$ cat src/tdq_pkg.sv
// Constants and register map of the trellis index dequantizer
package tdq_pkg;
  localparam int IDX_W = 16;
  localparam int NB_W = 5;
  localparam int COEF_W = 32;
  localparam int FRAC_W = 4;
  localparam int MANT_W = 11;
  localparam int MAG_W = 24;
  localparam int SH_W = 8;
  localparam int FIFO_DEPTH = 32;
  localparam int ENTRY_W = IDX_W + NB_W + 1;
  localparam int ADDR_W = 4;
  localparam int DATA_W = 32;
  localparam int TAB_W = 8;
  localparam int STATE_W = 3;
  localparam int K_W = 16;

  // Word addresses of the register file
  localparam logic [ADDR_W-1:0] ADDR_CTRL = 4'h0;
  localparam logic [ADDR_W-1:0] ADDR_STEP = 4'h1;
  localparam logic [ADDR_W-1:0] ADDR_BIAS = 4'h2;
  localparam logic [ADDR_W-1:0] ADDR_STATUS = 4'h3;
  localparam logic [ADDR_W-1:0] ADDR_TAB0 = 4'h4;
  localparam logic [ADDR_W-1:0] ADDR_TAB3 = 4'h7;

  // Field positions
  localparam int CTRL_MODE_BIT = 0;
  localparam int CTRL_RESTART_BIT = 1;
  localparam int STEP_RANGE_LSB = 0;
  localparam int STEP_EXP_LSB = 8;
  localparam int STEP_MANT_LSB = 16;
  localparam int BIAS_R_LSB = 0;
  localparam int BIAS_MAG_LSB = 8;
  localparam int STAT_STATE_LSB = 0;
  localparam int STAT_MODE_BIT = 4;
  localparam int STAT_K_LSB = 16;

  // Reset values
  localparam logic [NB_W-1:0] RANGE_RST = 5'h0_8;
  localparam logic [NB_W-1:0] EXP_RST = 5'h0_0;
  localparam logic [MANT_W-1:0] MANT_RST = 11'h000;
  localparam logic [FRAC_W-1:0] BIAS_R_RST = 4'h8;
  localparam logic [NB_W-1:0] MAG_RST = 5'h0_0;
  localparam logic [TAB_W-1:0] TAB_RST = 8'h00;
  localparam logic [STATE_W-1:0] STATE_INIT = 3'h0;
  localparam logic [K_W-1:0] K_INIT = 16'h0001;

  typedef enum logic {
    TDQ_MODE_FULL,
    TDQ_MODE_APPROX
  } tdq_mode_t;
endpackage : tdq_pkg

$ cat src/tdq_fifo.sv
// Parameterised flip-flop FIFO with valid/ready on both sides
`timescale 1ns/1ps
`default_nettype none
module tdq_fifo #(
  parameter int WIDTH = 8,
  parameter int DEPTH = 32
) (
  input wire logic clk_i,
  input wire logic rst_n_i,
  input wire logic ce_i,
  input wire logic in_valid_i,
  output logic in_ready_o,
  input wire logic [WIDTH-1:0] in_data_i,
  output logic out_valid_o,
  input wire logic out_ready_i,
  output logic [WIDTH-1:0] out_data_o
);
  localparam int PTR_W = $clog2(DEPTH);

  logic [WIDTH-1:0] mem_reg [DEPTH];
  logic [PTR_W:0] wr_ptr_reg;
  logic [PTR_W:0] rd_ptr_reg;
  logic full;
  logic empty;
  logic push;
  logic pop;

  assign empty = (wr_ptr_reg == rd_ptr_reg);
  assign full = (wr_ptr_reg[PTR_W] != rd_ptr_reg[PTR_W]) &&
                (wr_ptr_reg[PTR_W-1:0] == rd_ptr_reg[PTR_W-1:0]);
  assign in_ready_o = !full;
  assign out_valid_o = !empty;
  assign out_data_o = mem_reg[rd_ptr_reg[PTR_W-1:0]];
  assign push = ce_i && in_valid_i && !full;
  assign pop = ce_i && out_ready_i && !empty;

  always_ff @(posedge clk_i) begin
    if (push) begin
      mem_reg[wr_ptr_reg[PTR_W-1:0]] <= in_data_i;
    end
  end

  always_ff @(posedge clk_i or negedge rst_n_i) begin
    if (!rst_n_i) begin
      wr_ptr_reg <= '0;
      rd_ptr_reg <= '0;
    end else begin
      if (push) begin
        wr_ptr_reg <= wr_ptr_reg + 1'b1;
      end
      if (pop) begin
        rd_ptr_reg <= rd_ptr_reg + 1'b1;
      end
    end
  end
endmodule : tdq_fifo
`default_nettype wire

$ cat src/tdq_dequantizer.sv
// Trellis index dequantizer: full trellis and approximate scalar reconstruction
`timescale 1ns/1ps
`default_nettype none
// Functional notes
// Full trellis or approximate mode per block
// Partly decoded blocks should use approximate mode
// Full mode uses exponent/mantissa step size
// Full step is 2^(R-e-1)(1+mu/2^11)
// Block start: state zero, sequence index one
// States 0,1,4,5 first set; else second
// Second set negates plus/minus one indices
// Coefficient from selected set's reconstruction
// Next state from state and index parity
// One coefficient per index, in order
// Approximate step is twice the full step
// Approximate mode takes partial indices, no trellis
// Approximate: index one at start, clear LSB
// Zero gives zero; else add signed bias
// Host supplies bias, bit-planes, decoded counts
// Reconstruction offsets held in configurable tables
module tdq_dequantizer
  import tdq_pkg::*;
(
  input wire logic clk_i,
  input wire logic rst_n_i,
  input wire logic ce_i,
  input wire logic [ADDR_W-1:0] addr_i,
  input wire logic [DATA_W-1:0] wdata_i,
  input wire logic wr_i,
  input wire logic rd_i,
  output logic [DATA_W-1:0] rdata_o,
  input wire logic in_valid_i,
  output logic in_ready_o,
  input wire logic [IDX_W-1:0] in_index_i,
  input wire logic [NB_W-1:0] in_planes_i,
  input wire logic in_last_i,
  output logic out_valid_o,
  input wire logic out_ready_i,
  output logic [COEF_W-1:0] out_coef_o,
  output logic out_last_o
);
  function automatic logic [IDX_W-1:0] abs_idx(input logic [IDX_W-1:0] q);
    abs_idx = q[IDX_W-1] ? IDX_W'(-q) : q;
  endfunction : abs_idx

  // Magnitude in FRAC_W fixed point times step mantissa, shifted by step exponent
  function automatic logic [COEF_W-1:0] scale(input logic [MAG_W-1:0] mag,
                                              input logic [MANT_W:0] mant,
                                              input logic signed [SH_W-1:0] sh);
    logic [63:0] prod;
    logic [63:0] res;
    prod = 64'(mag) * 64'(mant);
    if (sh >= 0) begin
      res = prod << sh;
    end else begin
      res = prod >> (-sh);
    end
    scale = {1'b0, res[COEF_W-2:0]};
  endfunction : scale

  function automatic logic [COEF_W-1:0] apply_sign(input logic [COEF_W-1:0] m,
                                                   input logic neg);
    apply_sign = neg ? COEF_W'(-m) : m;
  endfunction : apply_sign

  // Register file
  logic mode_cfg_reg;
  logic [NB_W-1:0] range_reg;
  logic [NB_W-1:0] exp_reg;
  logic [MANT_W-1:0] mant_reg;
  logic [FRAC_W-1:0] bias_r_reg;
  logic [NB_W-1:0] mag_planes_reg;
  logic [TAB_W-1:0] tab_reg [4];
  logic [DATA_W-1:0] rdata_reg;
  logic restart;

  // Stream state
  tdq_mode_t blk_mode_reg;
  tdq_mode_t cur_mode;
  logic [STATE_W-1:0] state_reg;
  logic [K_W-1:0] k_reg;
  logic out_valid_reg;
  logic [COEF_W-1:0] coef_reg;
  logic out_last_reg;

  logic [ENTRY_W-1:0] fifo_in;
  logic [ENTRY_W-1:0] fifo_out;
  logic fifo_valid;
  logic pop;
  logic at_start;
  logic [IDX_W-1:0] q;
  logic [NB_W-1:0] nb;
  logic last;
  logic union_sel;
  logic [IDX_W-1:0] q_full;
  logic [IDX_W-1:0] mag_full;
  logic [IDX_W-1:0] q_apx;
  logic [IDX_W-1:0] mag_apx;
  logic [MAG_W-1:0] mag_fx_full;
  logic [MAG_W-1:0] mag_fx_apx;
  logic [MAG_W-1:0] bias_fx;
  logic [NB_W-1:0] undecoded;
  logic signed [SH_W-1:0] sh_full;
  logic signed [SH_W-1:0] sh_apx;
  logic [MANT_W:0] mant_full;
  logic [COEF_W-1:0] coef_full;
  logic [COEF_W-1:0] coef_apx;
  logic [STATE_W-1:0] state_next;

  assign fifo_in = {in_last_i, in_planes_i, in_index_i};

  tdq_fifo #(
    .WIDTH(ENTRY_W),
    .DEPTH(FIFO_DEPTH)
  ) u_fifo (
    .clk_i(clk_i),
    .rst_n_i(rst_n_i),
    .ce_i(ce_i),
    .in_valid_i(in_valid_i),
    .in_ready_o(in_ready_o),
    .in_data_i(fifo_in),
    .out_valid_o(fifo_valid),
    .out_ready_i(pop),
    .out_data_o(fifo_out)
  );

  // Output stage stalls the FIFO, which stalls the decoder upstream
  assign pop = ce_i && fifo_valid && (!out_valid_reg || out_ready_i);
  assign q = fifo_out[IDX_W-1:0];
  assign nb = fifo_out[IDX_W +: NB_W];
  assign last = fifo_out[ENTRY_W-1];
  assign at_start = (k_reg == K_INIT);
  // Mode is sampled at the first index and held for the block
  assign cur_mode = at_start ? tdq_mode_t'(mode_cfg_reg) : blk_mode_reg;

  // Step exponents: full R-e-1, approximate one higher (doubled step)
  assign mant_full = {1'b1, mant_reg};
  assign sh_full = SH_W'(signed'({3'b000, range_reg}) - signed'({3'b000, exp_reg})
                   - 8'sd1 - 8'(MANT_W + FRAC_W));
  assign sh_apx = SH_W'(sh_full + 8'sd1);

  // Full mode
  assign union_sel = state_reg[1];
  assign q_full = (union_sel && abs_idx(q) == IDX_W'(1)) ? IDX_W'(-q) : q;
  assign mag_full = abs_idx(q_full);
  assign mag_fx_full = (mag_full == '0) ? '0 :
                       MAG_W'({mag_full, {FRAC_W{1'b0}}}) +
                       MAG_W'(tab_reg[{union_sel, mag_full[0]}]);
  assign coef_full = apply_sign(scale(mag_fx_full, mant_full, sh_full),
                                q_full[IDX_W-1]);

  always_comb begin
    case (state_reg)
      3'h0: state_next = q[0] ? 3'h4 : 3'h0;
      3'h1: state_next = q[0] ? 3'h0 : 3'h4;
      3'h2: state_next = q[0] ? 3'h5 : 3'h1;
      3'h3: state_next = q[0] ? 3'h1 : 3'h5;
      3'h4: state_next = q[0] ? 3'h2 : 3'h6;
      3'h5: state_next = q[0] ? 3'h6 : 3'h2;
      3'h6: state_next = q[0] ? 3'h3 : 3'h7;
      default: state_next = q[0] ? 3'h7 : 3'h3;
    endcase
  end

  // Approximate mode: LSB of the magnitude is dropped
  assign mag_apx = abs_idx(q) & ~IDX_W'(1);
  assign q_apx = q[IDX_W-1] ? IDX_W'(-mag_apx) : mag_apx;
  assign undecoded = (nb >= mag_planes_reg) ? '0 : NB_W'(mag_planes_reg - nb);
  assign bias_fx = MAG_W'(bias_r_reg) << undecoded;
  assign mag_fx_apx = (mag_apx == '0) ? '0 :
                      MAG_W'({mag_apx, {FRAC_W{1'b0}}}) + bias_fx;
  assign coef_apx = apply_sign(scale(mag_fx_apx, mant_full, sh_apx),
                               q_apx[IDX_W-1]);

  // Register writes
  assign restart = ce_i && wr_i && (addr_i == ADDR_CTRL) && wdata_i[CTRL_RESTART_BIT];

  always_ff @(posedge clk_i or negedge rst_n_i) begin
    if (!rst_n_i) begin
      mode_cfg_reg <= 1'b0;
      range_reg <= RANGE_RST;
      exp_reg <= EXP_RST;
      mant_reg <= MANT_RST;
      bias_r_reg <= BIAS_R_RST;
      mag_planes_reg <= MAG_RST;
      for (int i = 0; i < 4; i++) begin
        tab_reg[i] <= TAB_RST;
      end
    end else if (ce_i && wr_i) begin
      case (addr_i)
        ADDR_CTRL: mode_cfg_reg <= wdata_i[CTRL_MODE_BIT];
        ADDR_STEP: begin
          range_reg <= wdata_i[STEP_RANGE_LSB +: NB_W];
          exp_reg <= wdata_i[STEP_EXP_LSB +: NB_W];
          mant_reg <= wdata_i[STEP_MANT_LSB +: MANT_W];
        end
        ADDR_BIAS: begin
          bias_r_reg <= wdata_i[BIAS_R_LSB +: FRAC_W];
          mag_planes_reg <= wdata_i[BIAS_MAG_LSB +: NB_W];
        end
        default: begin
          if (addr_i >= ADDR_TAB0 && addr_i <= ADDR_TAB3) begin
            tab_reg[addr_i[1:0]] <= wdata_i[TAB_W-1:0];
          end
        end
      endcase
    end
  end

  // Read data valid only in the cycle after the strobe
  always_ff @(posedge clk_i or negedge rst_n_i) begin
    if (!rst_n_i) begin
      rdata_reg <= '0;
    end else if (ce_i) begin
      rdata_reg <= '0;
      if (rd_i) begin
        case (addr_i)
          ADDR_CTRL: rdata_reg[CTRL_MODE_BIT] <= mode_cfg_reg;
          ADDR_STEP: begin
            rdata_reg[STEP_RANGE_LSB +: NB_W] <= range_reg;
            rdata_reg[STEP_EXP_LSB +: NB_W] <= exp_reg;
            rdata_reg[STEP_MANT_LSB +: MANT_W] <= mant_reg;
          end
          ADDR_BIAS: begin
            rdata_reg[BIAS_R_LSB +: FRAC_W] <= bias_r_reg;
            rdata_reg[BIAS_MAG_LSB +: NB_W] <= mag_planes_reg;
          end
          ADDR_STATUS: begin
            rdata_reg[STAT_STATE_LSB +: STATE_W] <= state_reg;
            rdata_reg[STAT_MODE_BIT] <= blk_mode_reg;
            rdata_reg[STAT_K_LSB +: K_W] <= k_reg;
          end
          default: begin
            if (addr_i >= ADDR_TAB0 && addr_i <= ADDR_TAB3) begin
              rdata_reg[TAB_W-1:0] <= tab_reg[addr_i[1:0]];
            end
          end
        endcase
      end
    end
  end
  assign rdata_o = rdata_reg;

  // Trellis state and sequence index
  always_ff @(posedge clk_i or negedge rst_n_i) begin
    if (!rst_n_i) begin
      state_reg <= STATE_INIT;
      k_reg <= K_INIT;
      blk_mode_reg <= TDQ_MODE_FULL;
    end else if (restart) begin
      state_reg <= STATE_INIT;
      k_reg <= K_INIT;
    end else if (pop) begin
      blk_mode_reg <= cur_mode;
      if (last) begin
        state_reg <= STATE_INIT;
        k_reg <= K_INIT;
      end else begin
        k_reg <= k_reg + 1'b1;
        if (cur_mode == TDQ_MODE_FULL) begin
          state_reg <= state_next;
        end
      end
    end
  end

  // Output register
  always_ff @(posedge clk_i or negedge rst_n_i) begin
    if (!rst_n_i) begin
      out_valid_reg <= 1'b0;
      coef_reg <= '0;
      out_last_reg <= 1'b0;
    end else if (pop) begin
      out_valid_reg <= 1'b1;
      coef_reg <= (cur_mode == TDQ_MODE_FULL) ? coef_full : coef_apx;
      out_last_reg <= last;
    end else if (ce_i && out_ready_i) begin
      out_valid_reg <= 1'b0;
    end
  end

  assign out_valid_o = out_valid_reg;
  assign out_coef_o = coef_reg;
  assign out_last_o = out_last_reg;

  chk_last_resets_state: assert property (@(posedge clk_i) disable iff (!rst_n_i)
    pop && last |=> state_reg == STATE_INIT && k_reg == K_INIT)
    else $error("state or index not reinitialised after block end");

  chk_union_negate: assert property (@(posedge clk_i) disable iff (!rst_n_i)
    pop && state_reg[1] && q == IDX_W'(1) |-> q_full == {IDX_W{1'b1}})
    else $error("second set did not negate index one");

  chk_first_set_keep: assert property (@(posedge clk_i) disable iff (!rst_n_i)
    pop && !state_reg[1] |-> q_full == q)
    else $error("first set altered the index");

  chk_trellis_zero_odd: assert property (@(posedge clk_i) disable iff (!rst_n_i)
    pop && !restart && !last && cur_mode == TDQ_MODE_FULL && state_reg == 3'h0 && q[0]
    |=> state_reg == 3'h4)
    else $error("state 0 with odd index did not move to 4");

  chk_trellis_six_even: assert property (@(posedge clk_i) disable iff (!rst_n_i)
    pop && !restart && !last && cur_mode == TDQ_MODE_FULL && state_reg == 3'h6 && !q[0]
    |=> state_reg == 3'h7)
    else $error("state 6 with even index did not move to 7");

  chk_one_per_index: assert property (@(posedge clk_i) disable iff (!rst_n_i)
    pop |=> out_valid_o && out_last_o == $past(last))
    else $error("index did not produce one coefficient");

  chk_approx_no_trellis: assert property (@(posedge clk_i) disable iff (!rst_n_i)
    pop && !restart && !last && cur_mode == TDQ_MODE_APPROX |=> $stable(state_reg))
    else $error("approximate mode moved the trellis");

  chk_approx_small_zero: assert property (@(posedge clk_i) disable iff (!rst_n_i)
    pop && cur_mode == TDQ_MODE_APPROX && abs_idx(q) <= IDX_W'(1) |=> out_coef_o == '0)
    else $error("approximate index below two gave nonzero output");

  chk_step_doubled: assert property (@(posedge clk_i) disable iff (!rst_n_i)
    pop && cur_mode == TDQ_MODE_APPROX && !mag_fx_apx[MAG_W-1]
    |-> coef_apx == apply_sign(scale(MAG_W'({mag_fx_apx, 1'b0}), mant_full, sh_full),
                               q_apx[IDX_W-1]))
    else $error("approximate step not twice the full step");

  chk_stall_holds: assert property (@(posedge clk_i) disable iff (!rst_n_i)
    out_valid_o && !out_ready_i |=> out_valid_o && $stable(out_coef_o))
    else $error("output changed while stalled");

  cov_full_block: cover property (@(posedge clk_i) disable iff (!rst_n_i)
    pop && last && cur_mode == TDQ_MODE_FULL && !at_start);
  cov_approx_block: cover property (@(posedge clk_i) disable iff (!rst_n_i)
    pop && last && cur_mode == TDQ_MODE_APPROX);
  cov_negation: cover property (@(posedge clk_i) disable iff (!rst_n_i)
    pop && state_reg[1] && abs_idx(q) == IDX_W'(1));
  cov_fifo_full: cover property (@(posedge clk_i) disable iff (!rst_n_i) !in_ready_o);
endmodule : tdq_dequantizer
`default_nettype wire

$ cat config.mk
export PLATFORM = sky130hd
export DESIGN_NAME = tdq_dequantizer
export DESIGN_NICKNAME = d
export VERILOG_FILES = /design/src/tdq_pkg.sv /design/src/tdq_fifo.sv /design/src/tdq_dequantizer.sv
export SDC_FILE = /design/constraint.sdc
export NUM_CORES = 2
export LEC_CHECK = 0
export BUFFER_PORTS_ARGS = -buffer_cell sky130_fd_sc_hd__clkbuf_2
export CAP_MARGIN = 10
export CORE_ASPECT_RATIO = 0.7
export CORE_MARGIN = 5
export CORE_UTILIZATION = 30
export DETAILED_ROUTE_END_ITERATION = 10
export GPL_TIMING_DRIVEN = 1
export PLACE_DENSITY_LB_ADDON = 0.05
export SYNTH_ARGS = -nofsm -noshare
export SYNTH_HDL_FRONTEND = slang
export SYNTH_HIERARCHICAL = 1
export SYNTH_SLANG_ARGS = --single-unit
export TNS_END_PERCENT = 10
$ cat constraint.sdc
create_clock -name clk_i -period 13.58 [get_ports clk_i]
set_input_delay 4.074 -clock clk_i [delete_from_list [all_inputs] [get_ports clk_i]]
set_output_delay 4.074 -clock clk_i [all_outputs]
set_load 0.05 [all_outputs]
Word-level counts from Yosys, hierarchy flattened

Memories as Yosys holds them, arrays and structs flattened.
Cells that the tools add are included.

Add/subtract/negate cells: 17
$mul: 2
Order comparisons: 8
Equal/unequal tests: 15
Shift-type cells: 5
Mux-type cells: 53
Bitwise logic cells: 4
Reductions and logical operators: 34

Operators with widths:

| kind                | count |
|---|---|
| $mux 16             | 8 |
| $mux 32             | 3 |
| $neg 31->32         | 2 |
| $mux 31             | 2 |
| $mux 8              | 6 |
| $neg 16->16         | 3 |
| $mux 3              | 13 |
| $mul 24x12->36      | 1 |
| $shl 36x8->31       | 1 |
| $shr 36x8->31       | 1 |
| $mul 21x12->33      | 1 |
| $shl 33x8->31       | 1 |
| $shr 33x8->31       | 1 |
| $bmux 8 s2          | 2 |
| $bwmux 32           | 1 |
| $eq 16x1->1 const B | 2 |
| $logic_not 16->1    | 2 |
| $add 20x24->24      | 1 |
| $mux 24             | 1 |
| $shl 4x5->24        | 1 |
| $pmux 11 s2         | 1 |
| $add 20x8->21       | 1 |
| $mux 21             | 1 |
| $pmux 3 s7          | 1 |
| other kinds (44)    | 81 |

Register bits after elaboration: 158
RAM bits: 704
Bits of input ports: 65
Output and inout bits: 67
Logic and storage cells: 158
Memories kept: 1

Memory list:

| name           | depth | width | rd ports | clocked after memory_dff | wr ports | line           | text |
|---|---|---|---|---|---|---|---|
| u_fifo.mem_reg | 32    | 22    | 1        | 0                        | 1        | tdq_fifo.sv:20 | `logic [WIDTH-1:0] mem_reg [DEPTH];` |

Longest topological paths before layout

An unclocked memory read counts as a cell.

Word-level depth: 20
Mapped depth: 71
Depth with buffers taken out: 64

By module

Netlist, hierarchy kept.

Modules (own cells, without submodules):

| module          | instances | cells an instance | area each (um^2) |
|---|---|---|---|
| tdq_dequantizer | 1         | 4986              | 38653.3 |
| tdq_fifo        | 1         | 1164              | 27077.2 |

Worst setup path after synthesis

Ideal clock, no wire load.

Kind: reg-to-reg
Start: register u_fifo.rd_ptr_reg[0]
End: register coef_reg[26] (netlist: out_coef_o[26])
Setup time: 0.077 ns
Arrival time: 14.986 ns
Data required time: 13.503 ns
Path slack: -1.483 ns
Stages on the path, launching flop included: 68
Clock period less this slack: 15.063 ns
Cell sequence: dfrtp_1 -> buf_4 -> buf_8 -> buf_6 -> mux4_2 -> o22ai_1 -> nor4_1 -> buf_2 -> buf_2 -> inv_1 -> ha_1 -> nor3b_4 -> a41oi_1 -> nand4_1 -> nor3_4 -> and4_4 -> buf_6 -> nor3_1 -> [... 32 more ...] -> nand2_1 -> o311ai_0 -> o22ai_1 -> nand2b_1 -> a32oi_1 -> a21oi_1 -> o21ai_0 -> a21oi_1 -> nor2_1 -> ha_1 -> inv_1 -> nor4_2 -> nand4_1 -> buf_4 -> o31ai_1 -> xnor2_1 -> nand2_1 -> a21oi_1

Cells in the longest elaborated chain, start to end: 20

RTL lines:

| element                                        | line                                          | text |
|---|---|---|
| start: declaration                             | tdq_fifo.sv:22                                | `logic [PTR_W:0] rd_ptr_reg;` |
| start signal: assignment                       | tdq_fifo.sv:52                                | `rd_ptr_reg <= rd_ptr_reg + 1'b1;` |
| $mem_v2 32x22 *                                | n/a                                           |  |
| net fifo_out[0]                                | tdq_dequantizer.sv:87                         | `logic [ENTRY_W-1:0] fifo_out;` |
| $neg 16->16                                    | tdq_dequantizer.sv:43, tdq_dequantizer.sv:144 |  |
| $mux 16                                        | tdq_dequantizer.sv:43                         | `abs_idx = q[IDX_W-1] ? IDX_W'(-q) : q;` |
| $eq 16x1->1                                    | tdq_dequantizer.sv:144                        | `assign q_full = (union_sel && abs_idx(q) == IDX_W'(1)) ? IDX_W'(-q) : q;` |
| $logic_and 1x1->1                              | tdq_dequantizer.sv:144                        |  |
| $mux 16                                        | tdq_dequantizer.sv:144                        |  |
| $neg 16->16                                    | tdq_dequantizer.sv:43                         |  |
| [... 5 more ...]                               | n/a                                           |  |
| $add 20x8->21                                  | tdq_dequantizer.sv:147                        | `MAG_W'({mag_full, {FRAC_W{1'b0}}}) +` |
| $mux 21                                        | tdq_dequantizer.sv:146                        | `assign mag_fx_full = (mag_full == '0) ? '0 :` |
| $mul 21x12->33                                 | tdq_dequantizer.sv:52                         | `prod = 64'(mag) * 64'(mant);` |
| $shr 33x8->31 or $shl 33x8->31 (tied branches) | tdq_dequantizer.sv:56, tdq_dequantizer.sv:54  |  |
| $mux 31                                        | tdq_dequantizer.sv:53                         | `if (sh >= 0) begin` |
| $neg 31->32                                    | tdq_dequantizer.sv:63                         | `apply_sign = neg ? COEF_W'(-m) : m;` |
| $mux 32                                        | tdq_dequantizer.sv:63                         |  |
| $mux 32 *                                      | tdq_dequantizer.sv:275                        | `coef_reg <= (cur_mode == TDQ_MODE_FULL) ? coef_full : coef_apx;` |
| end signal: assignment                         | tdq_dequantizer.sv:275                        |  |
| end: declaration                               | tdq_dequantizer.sv:83                         | `logic [COEF_W-1:0] coef_reg;` |

The timed path passes the listed nets; every way through them passes the cells marked *. The select of a mux whose other input is x is not followed.
A chain may end at the register's enable or synchronous reset.

Final worst setup path

Start: register u_fifo.rd_ptr_reg[0]
End: register coef_reg[30] (netlist: out_coef_o[30])

Same word-level chain as after synthesis.

==> flow_summary.ini <==
[yosys]
synth_edf_count = 704
syn_inst = 6150
ys.flop_type = edfxtp_1
async_reset_ff_frac = 0.183
ys_ff_latch = 862
syn_area_per_cell_sq_um = 10.7
synthTopCellsByArea = edfxtp_1, fa_1, mux4_2, dfrtp_1, nand2_1
yosysSeqAreaShare = 0.382
synth.cells.most_frequent = edfxtp_1, nand2_1, inv_1, fa_1, nor2_1
yosysMostFrequentCell = edfxtp_1
synth_top_area_cell = edfxtp_1
syn_area_sq_um = 65700
synth_top_area_frac = 0.322
ys_warn_count = 6
synthDistinctLibCells = 123

[timing]
hold_violations = 0
fmax_mhz = 68.8
finClkSkew_ns = 0.0677
tightest_slew_ns = 1.05
setup_slack_ns = -0.964
slew_viol_final = 0
finalSetupViolations = 32
period_minus_slack_ns = 14.54
rsz0062_at_grt = true
slew_headroom = 0.298
finalCritPeriodShare = 1.07

[critical_path]
endpoint_kind = register
rr_endpoint = out_coef_o[30]$_DFFE_PN0P_
path_max_fanout = 7
critPathRequiredTime_ns = 14.17
rr_worst_depth = 60
slowest_delay_ns = 0.57
path_class = register to register
crit_arrival_ns = 15.14
slowest_stage = fa_1
reg2reg_slack_ns = -0.96
cp_common_cell = buf_4
rr_startpoint = u_fifo/rd_ptr_reg[0]$_DFFE_PN0P_
startpoint_type = register

[clocking]
cts.path.max_buffers = 3
cts.sinks = 862
cts_made_buffers = 91
root_buffer = clkbuf_16
cts_tree = built
htree_levels = 3
insertion_delay_ns = 0.71
clk_pin_slew_ns = 0.06

[floorplanning]
ioPinCount = 132
coreArea_sq_um = 218000
start_util = 0.302
die_height_um = 402
num_rows = 143
dieArea_sq_um = 229000
die_x_um = 569

[finish]
area_delta_synth_final_pct = 31.4
largest_register_ffs = 704
drive_above_1_share = 0.349
nNetsFinal = 8133
fin_area_sq_um = 86400
final_cells = 10500

[detailed_routing]
routedWlPerCell_um = 26.9
drtAntennaViolNets = 0
routed_wl_um = 281000
via_per_inst = 5.38
drt_pass1_iterations = 6
drc = 0
dr.first_iter.drc_count = 5492
vias = 56200

[worst_hold_path]
hold_end = out_coef_o[9]$_DFFE_PN0P_
holdPathStages = 2
min-delay-start = out_coef_o[9]$_DFFE_PN0P_
min_path_type = register to register

[global_routing]
grt_overflow = 0
grt_usage = 0.242
grt_max_degree = 99
grt_pass1_wl_um = 406000
antenna_found_initial = 26
grt_pass1_vias = 55900

[place]
dp_cells = 10100
place_ws_ns = -2.15
port_buffers = 120
dpl.hpwl_um = 215000
place_area_sq_um = 79800
place.gp.congestion = 0.950

[outcome]
status = complete, but fails checks
violations = setup timing

[flow_run]
maxCapViolCount = 0
[placed cells by master (no fill, tap or decap), types with 58 or more instances in the layout]
| master | n |
|---|---|
| buf_4 | 1407 |
| edfxtp_1 | 704 |
| nand2_1 | 682 |
| inv_1 | 559 |
| fa_1 | 402 |
| nor2_1 | 315 |
| mux4_2 | 213 |
| a21oi_1 | 190 |
| o21ai_0 | 176 |
| ha_1 | 158 |
| dfrtp_1 | 142 |
| o22ai_1 | 119 |
| clkbuf_2 | 119 |
| and2_1 | 110 |
| and3_1 | 109 |
| xnor2_1 | 97 |
| nand3_1 | 93 |
| clkbuf_16 | 92 |
| mux2_2 | 88 |
| nor3_1 | 87 |
| o211ai_1 | 65 |
| a21oi_2 | 58 |
[cell families after synthesis]
group | after synthesis | share of synthesized area
buf+inv | 974 | 0.0593
other cells | 2 | 0.000114
flops | 862 | 0.382
simple gates | 1842 | 0.136
mux | 354 | 0.0963
fa+ha+maj | 605 | 0.162
compound gates | 1337 | 0.140
xor+xnor | 174 | 0.0237
[through the flow]
stage               hold WS, ns  setup TNS (ns)  utilization
global placement          0.477          -52.51        0.367
finish                    0.493          -23.43        0.397
CTS                       0.495          -20.13        0.389
floorplan                 0.472          -0.307            -
detailed placement        0.478          -53.06        0.367
global route              0.510          -39.39        0.397
[layer usage]
metal	wire length, um	track usage	up-vias
met2	102000	0.299	1895
met3	29100	0.0852	200
li1	-	-	25100
met1	147000	0.398	29000
met4	3440	0.0305	14
met5	94	0	-
[critical path, delay by kind of cell, from the launching register on]
| kind | cells | cell delay [ns] |
|---|---|---|
| buffers and inverters | 19 | 2.61 |
| AOI/OAI and AO/OA | 11 | 3.25 |
| DFF | 1 | 0.48 |
| muxes | 2 | 0.93 |
| and+or+nand+nor | 19 | 3.98 |
| xor gates and xnor gates | 2 | 0.26 |
| adders and majority gates | 7 | 2.87 |
[timing repair]
action | in CTS | in global routing
pin swaps | 116 | 183
hold buffers | 0 | 0
resized for setup | 275 | 245
setup endpoints to repair | 32 | 32
buffers inserted | 66 | 68
cloned | 3 | 0
[layout make-up]
class | instances | area, sq um
multi-input combinational | 4328 | 40100
tap | 2900 | 3630
inverter | 572 | 2150
antenna | 9 | 22.5
sequential | 862 | 25100
fill | 21500 | 131000
clock inverter | 55 | 469
timing repair buffer | 1608 | 12500
clock buffer | 116 | 2390
[worst max path at each step]
stage	start	endpoint	slack [ns]	cells past startpoint
2_1_floorplan	u_fifo/rd_ptr_reg[0]$_DFFE_PN0P_	out_coef_o[29]$_DFFE_PN0P_	-0.10	61
3_3_place_gp	u_fifo/rd_ptr_reg[0]$_DFFE_PN0P_	out_coef_o[30]$_DFFE_PN0P_	-2.06	63
3_5_place_dp	u_fifo/rd_ptr_reg[0]$_DFFE_PN0P_	out_coef_o[30]$_DFFE_PN0P_	-2.15	63
4_1_cts	u_fifo/rd_ptr_reg[0]$_DFFE_PN0P_	out_coef_o[30]$_DFFE_PN0P_	-0.89	60
5_1_grt	u_fifo/rd_ptr_reg[0]$_DFFE_PN0P_	out_coef_o[30]$_DFFE_PN0P_	-1.47	69
6_report	u_fifo/rd_ptr_reg[0]$_DFFE_PN0P_	out_coef_o[30]$_DFFE_PN0P_	-0.96	60
Power is left out: the tool's default activity adds up to more than one toggle a clock period on the data nets, which glitch-free logic cannot reach.
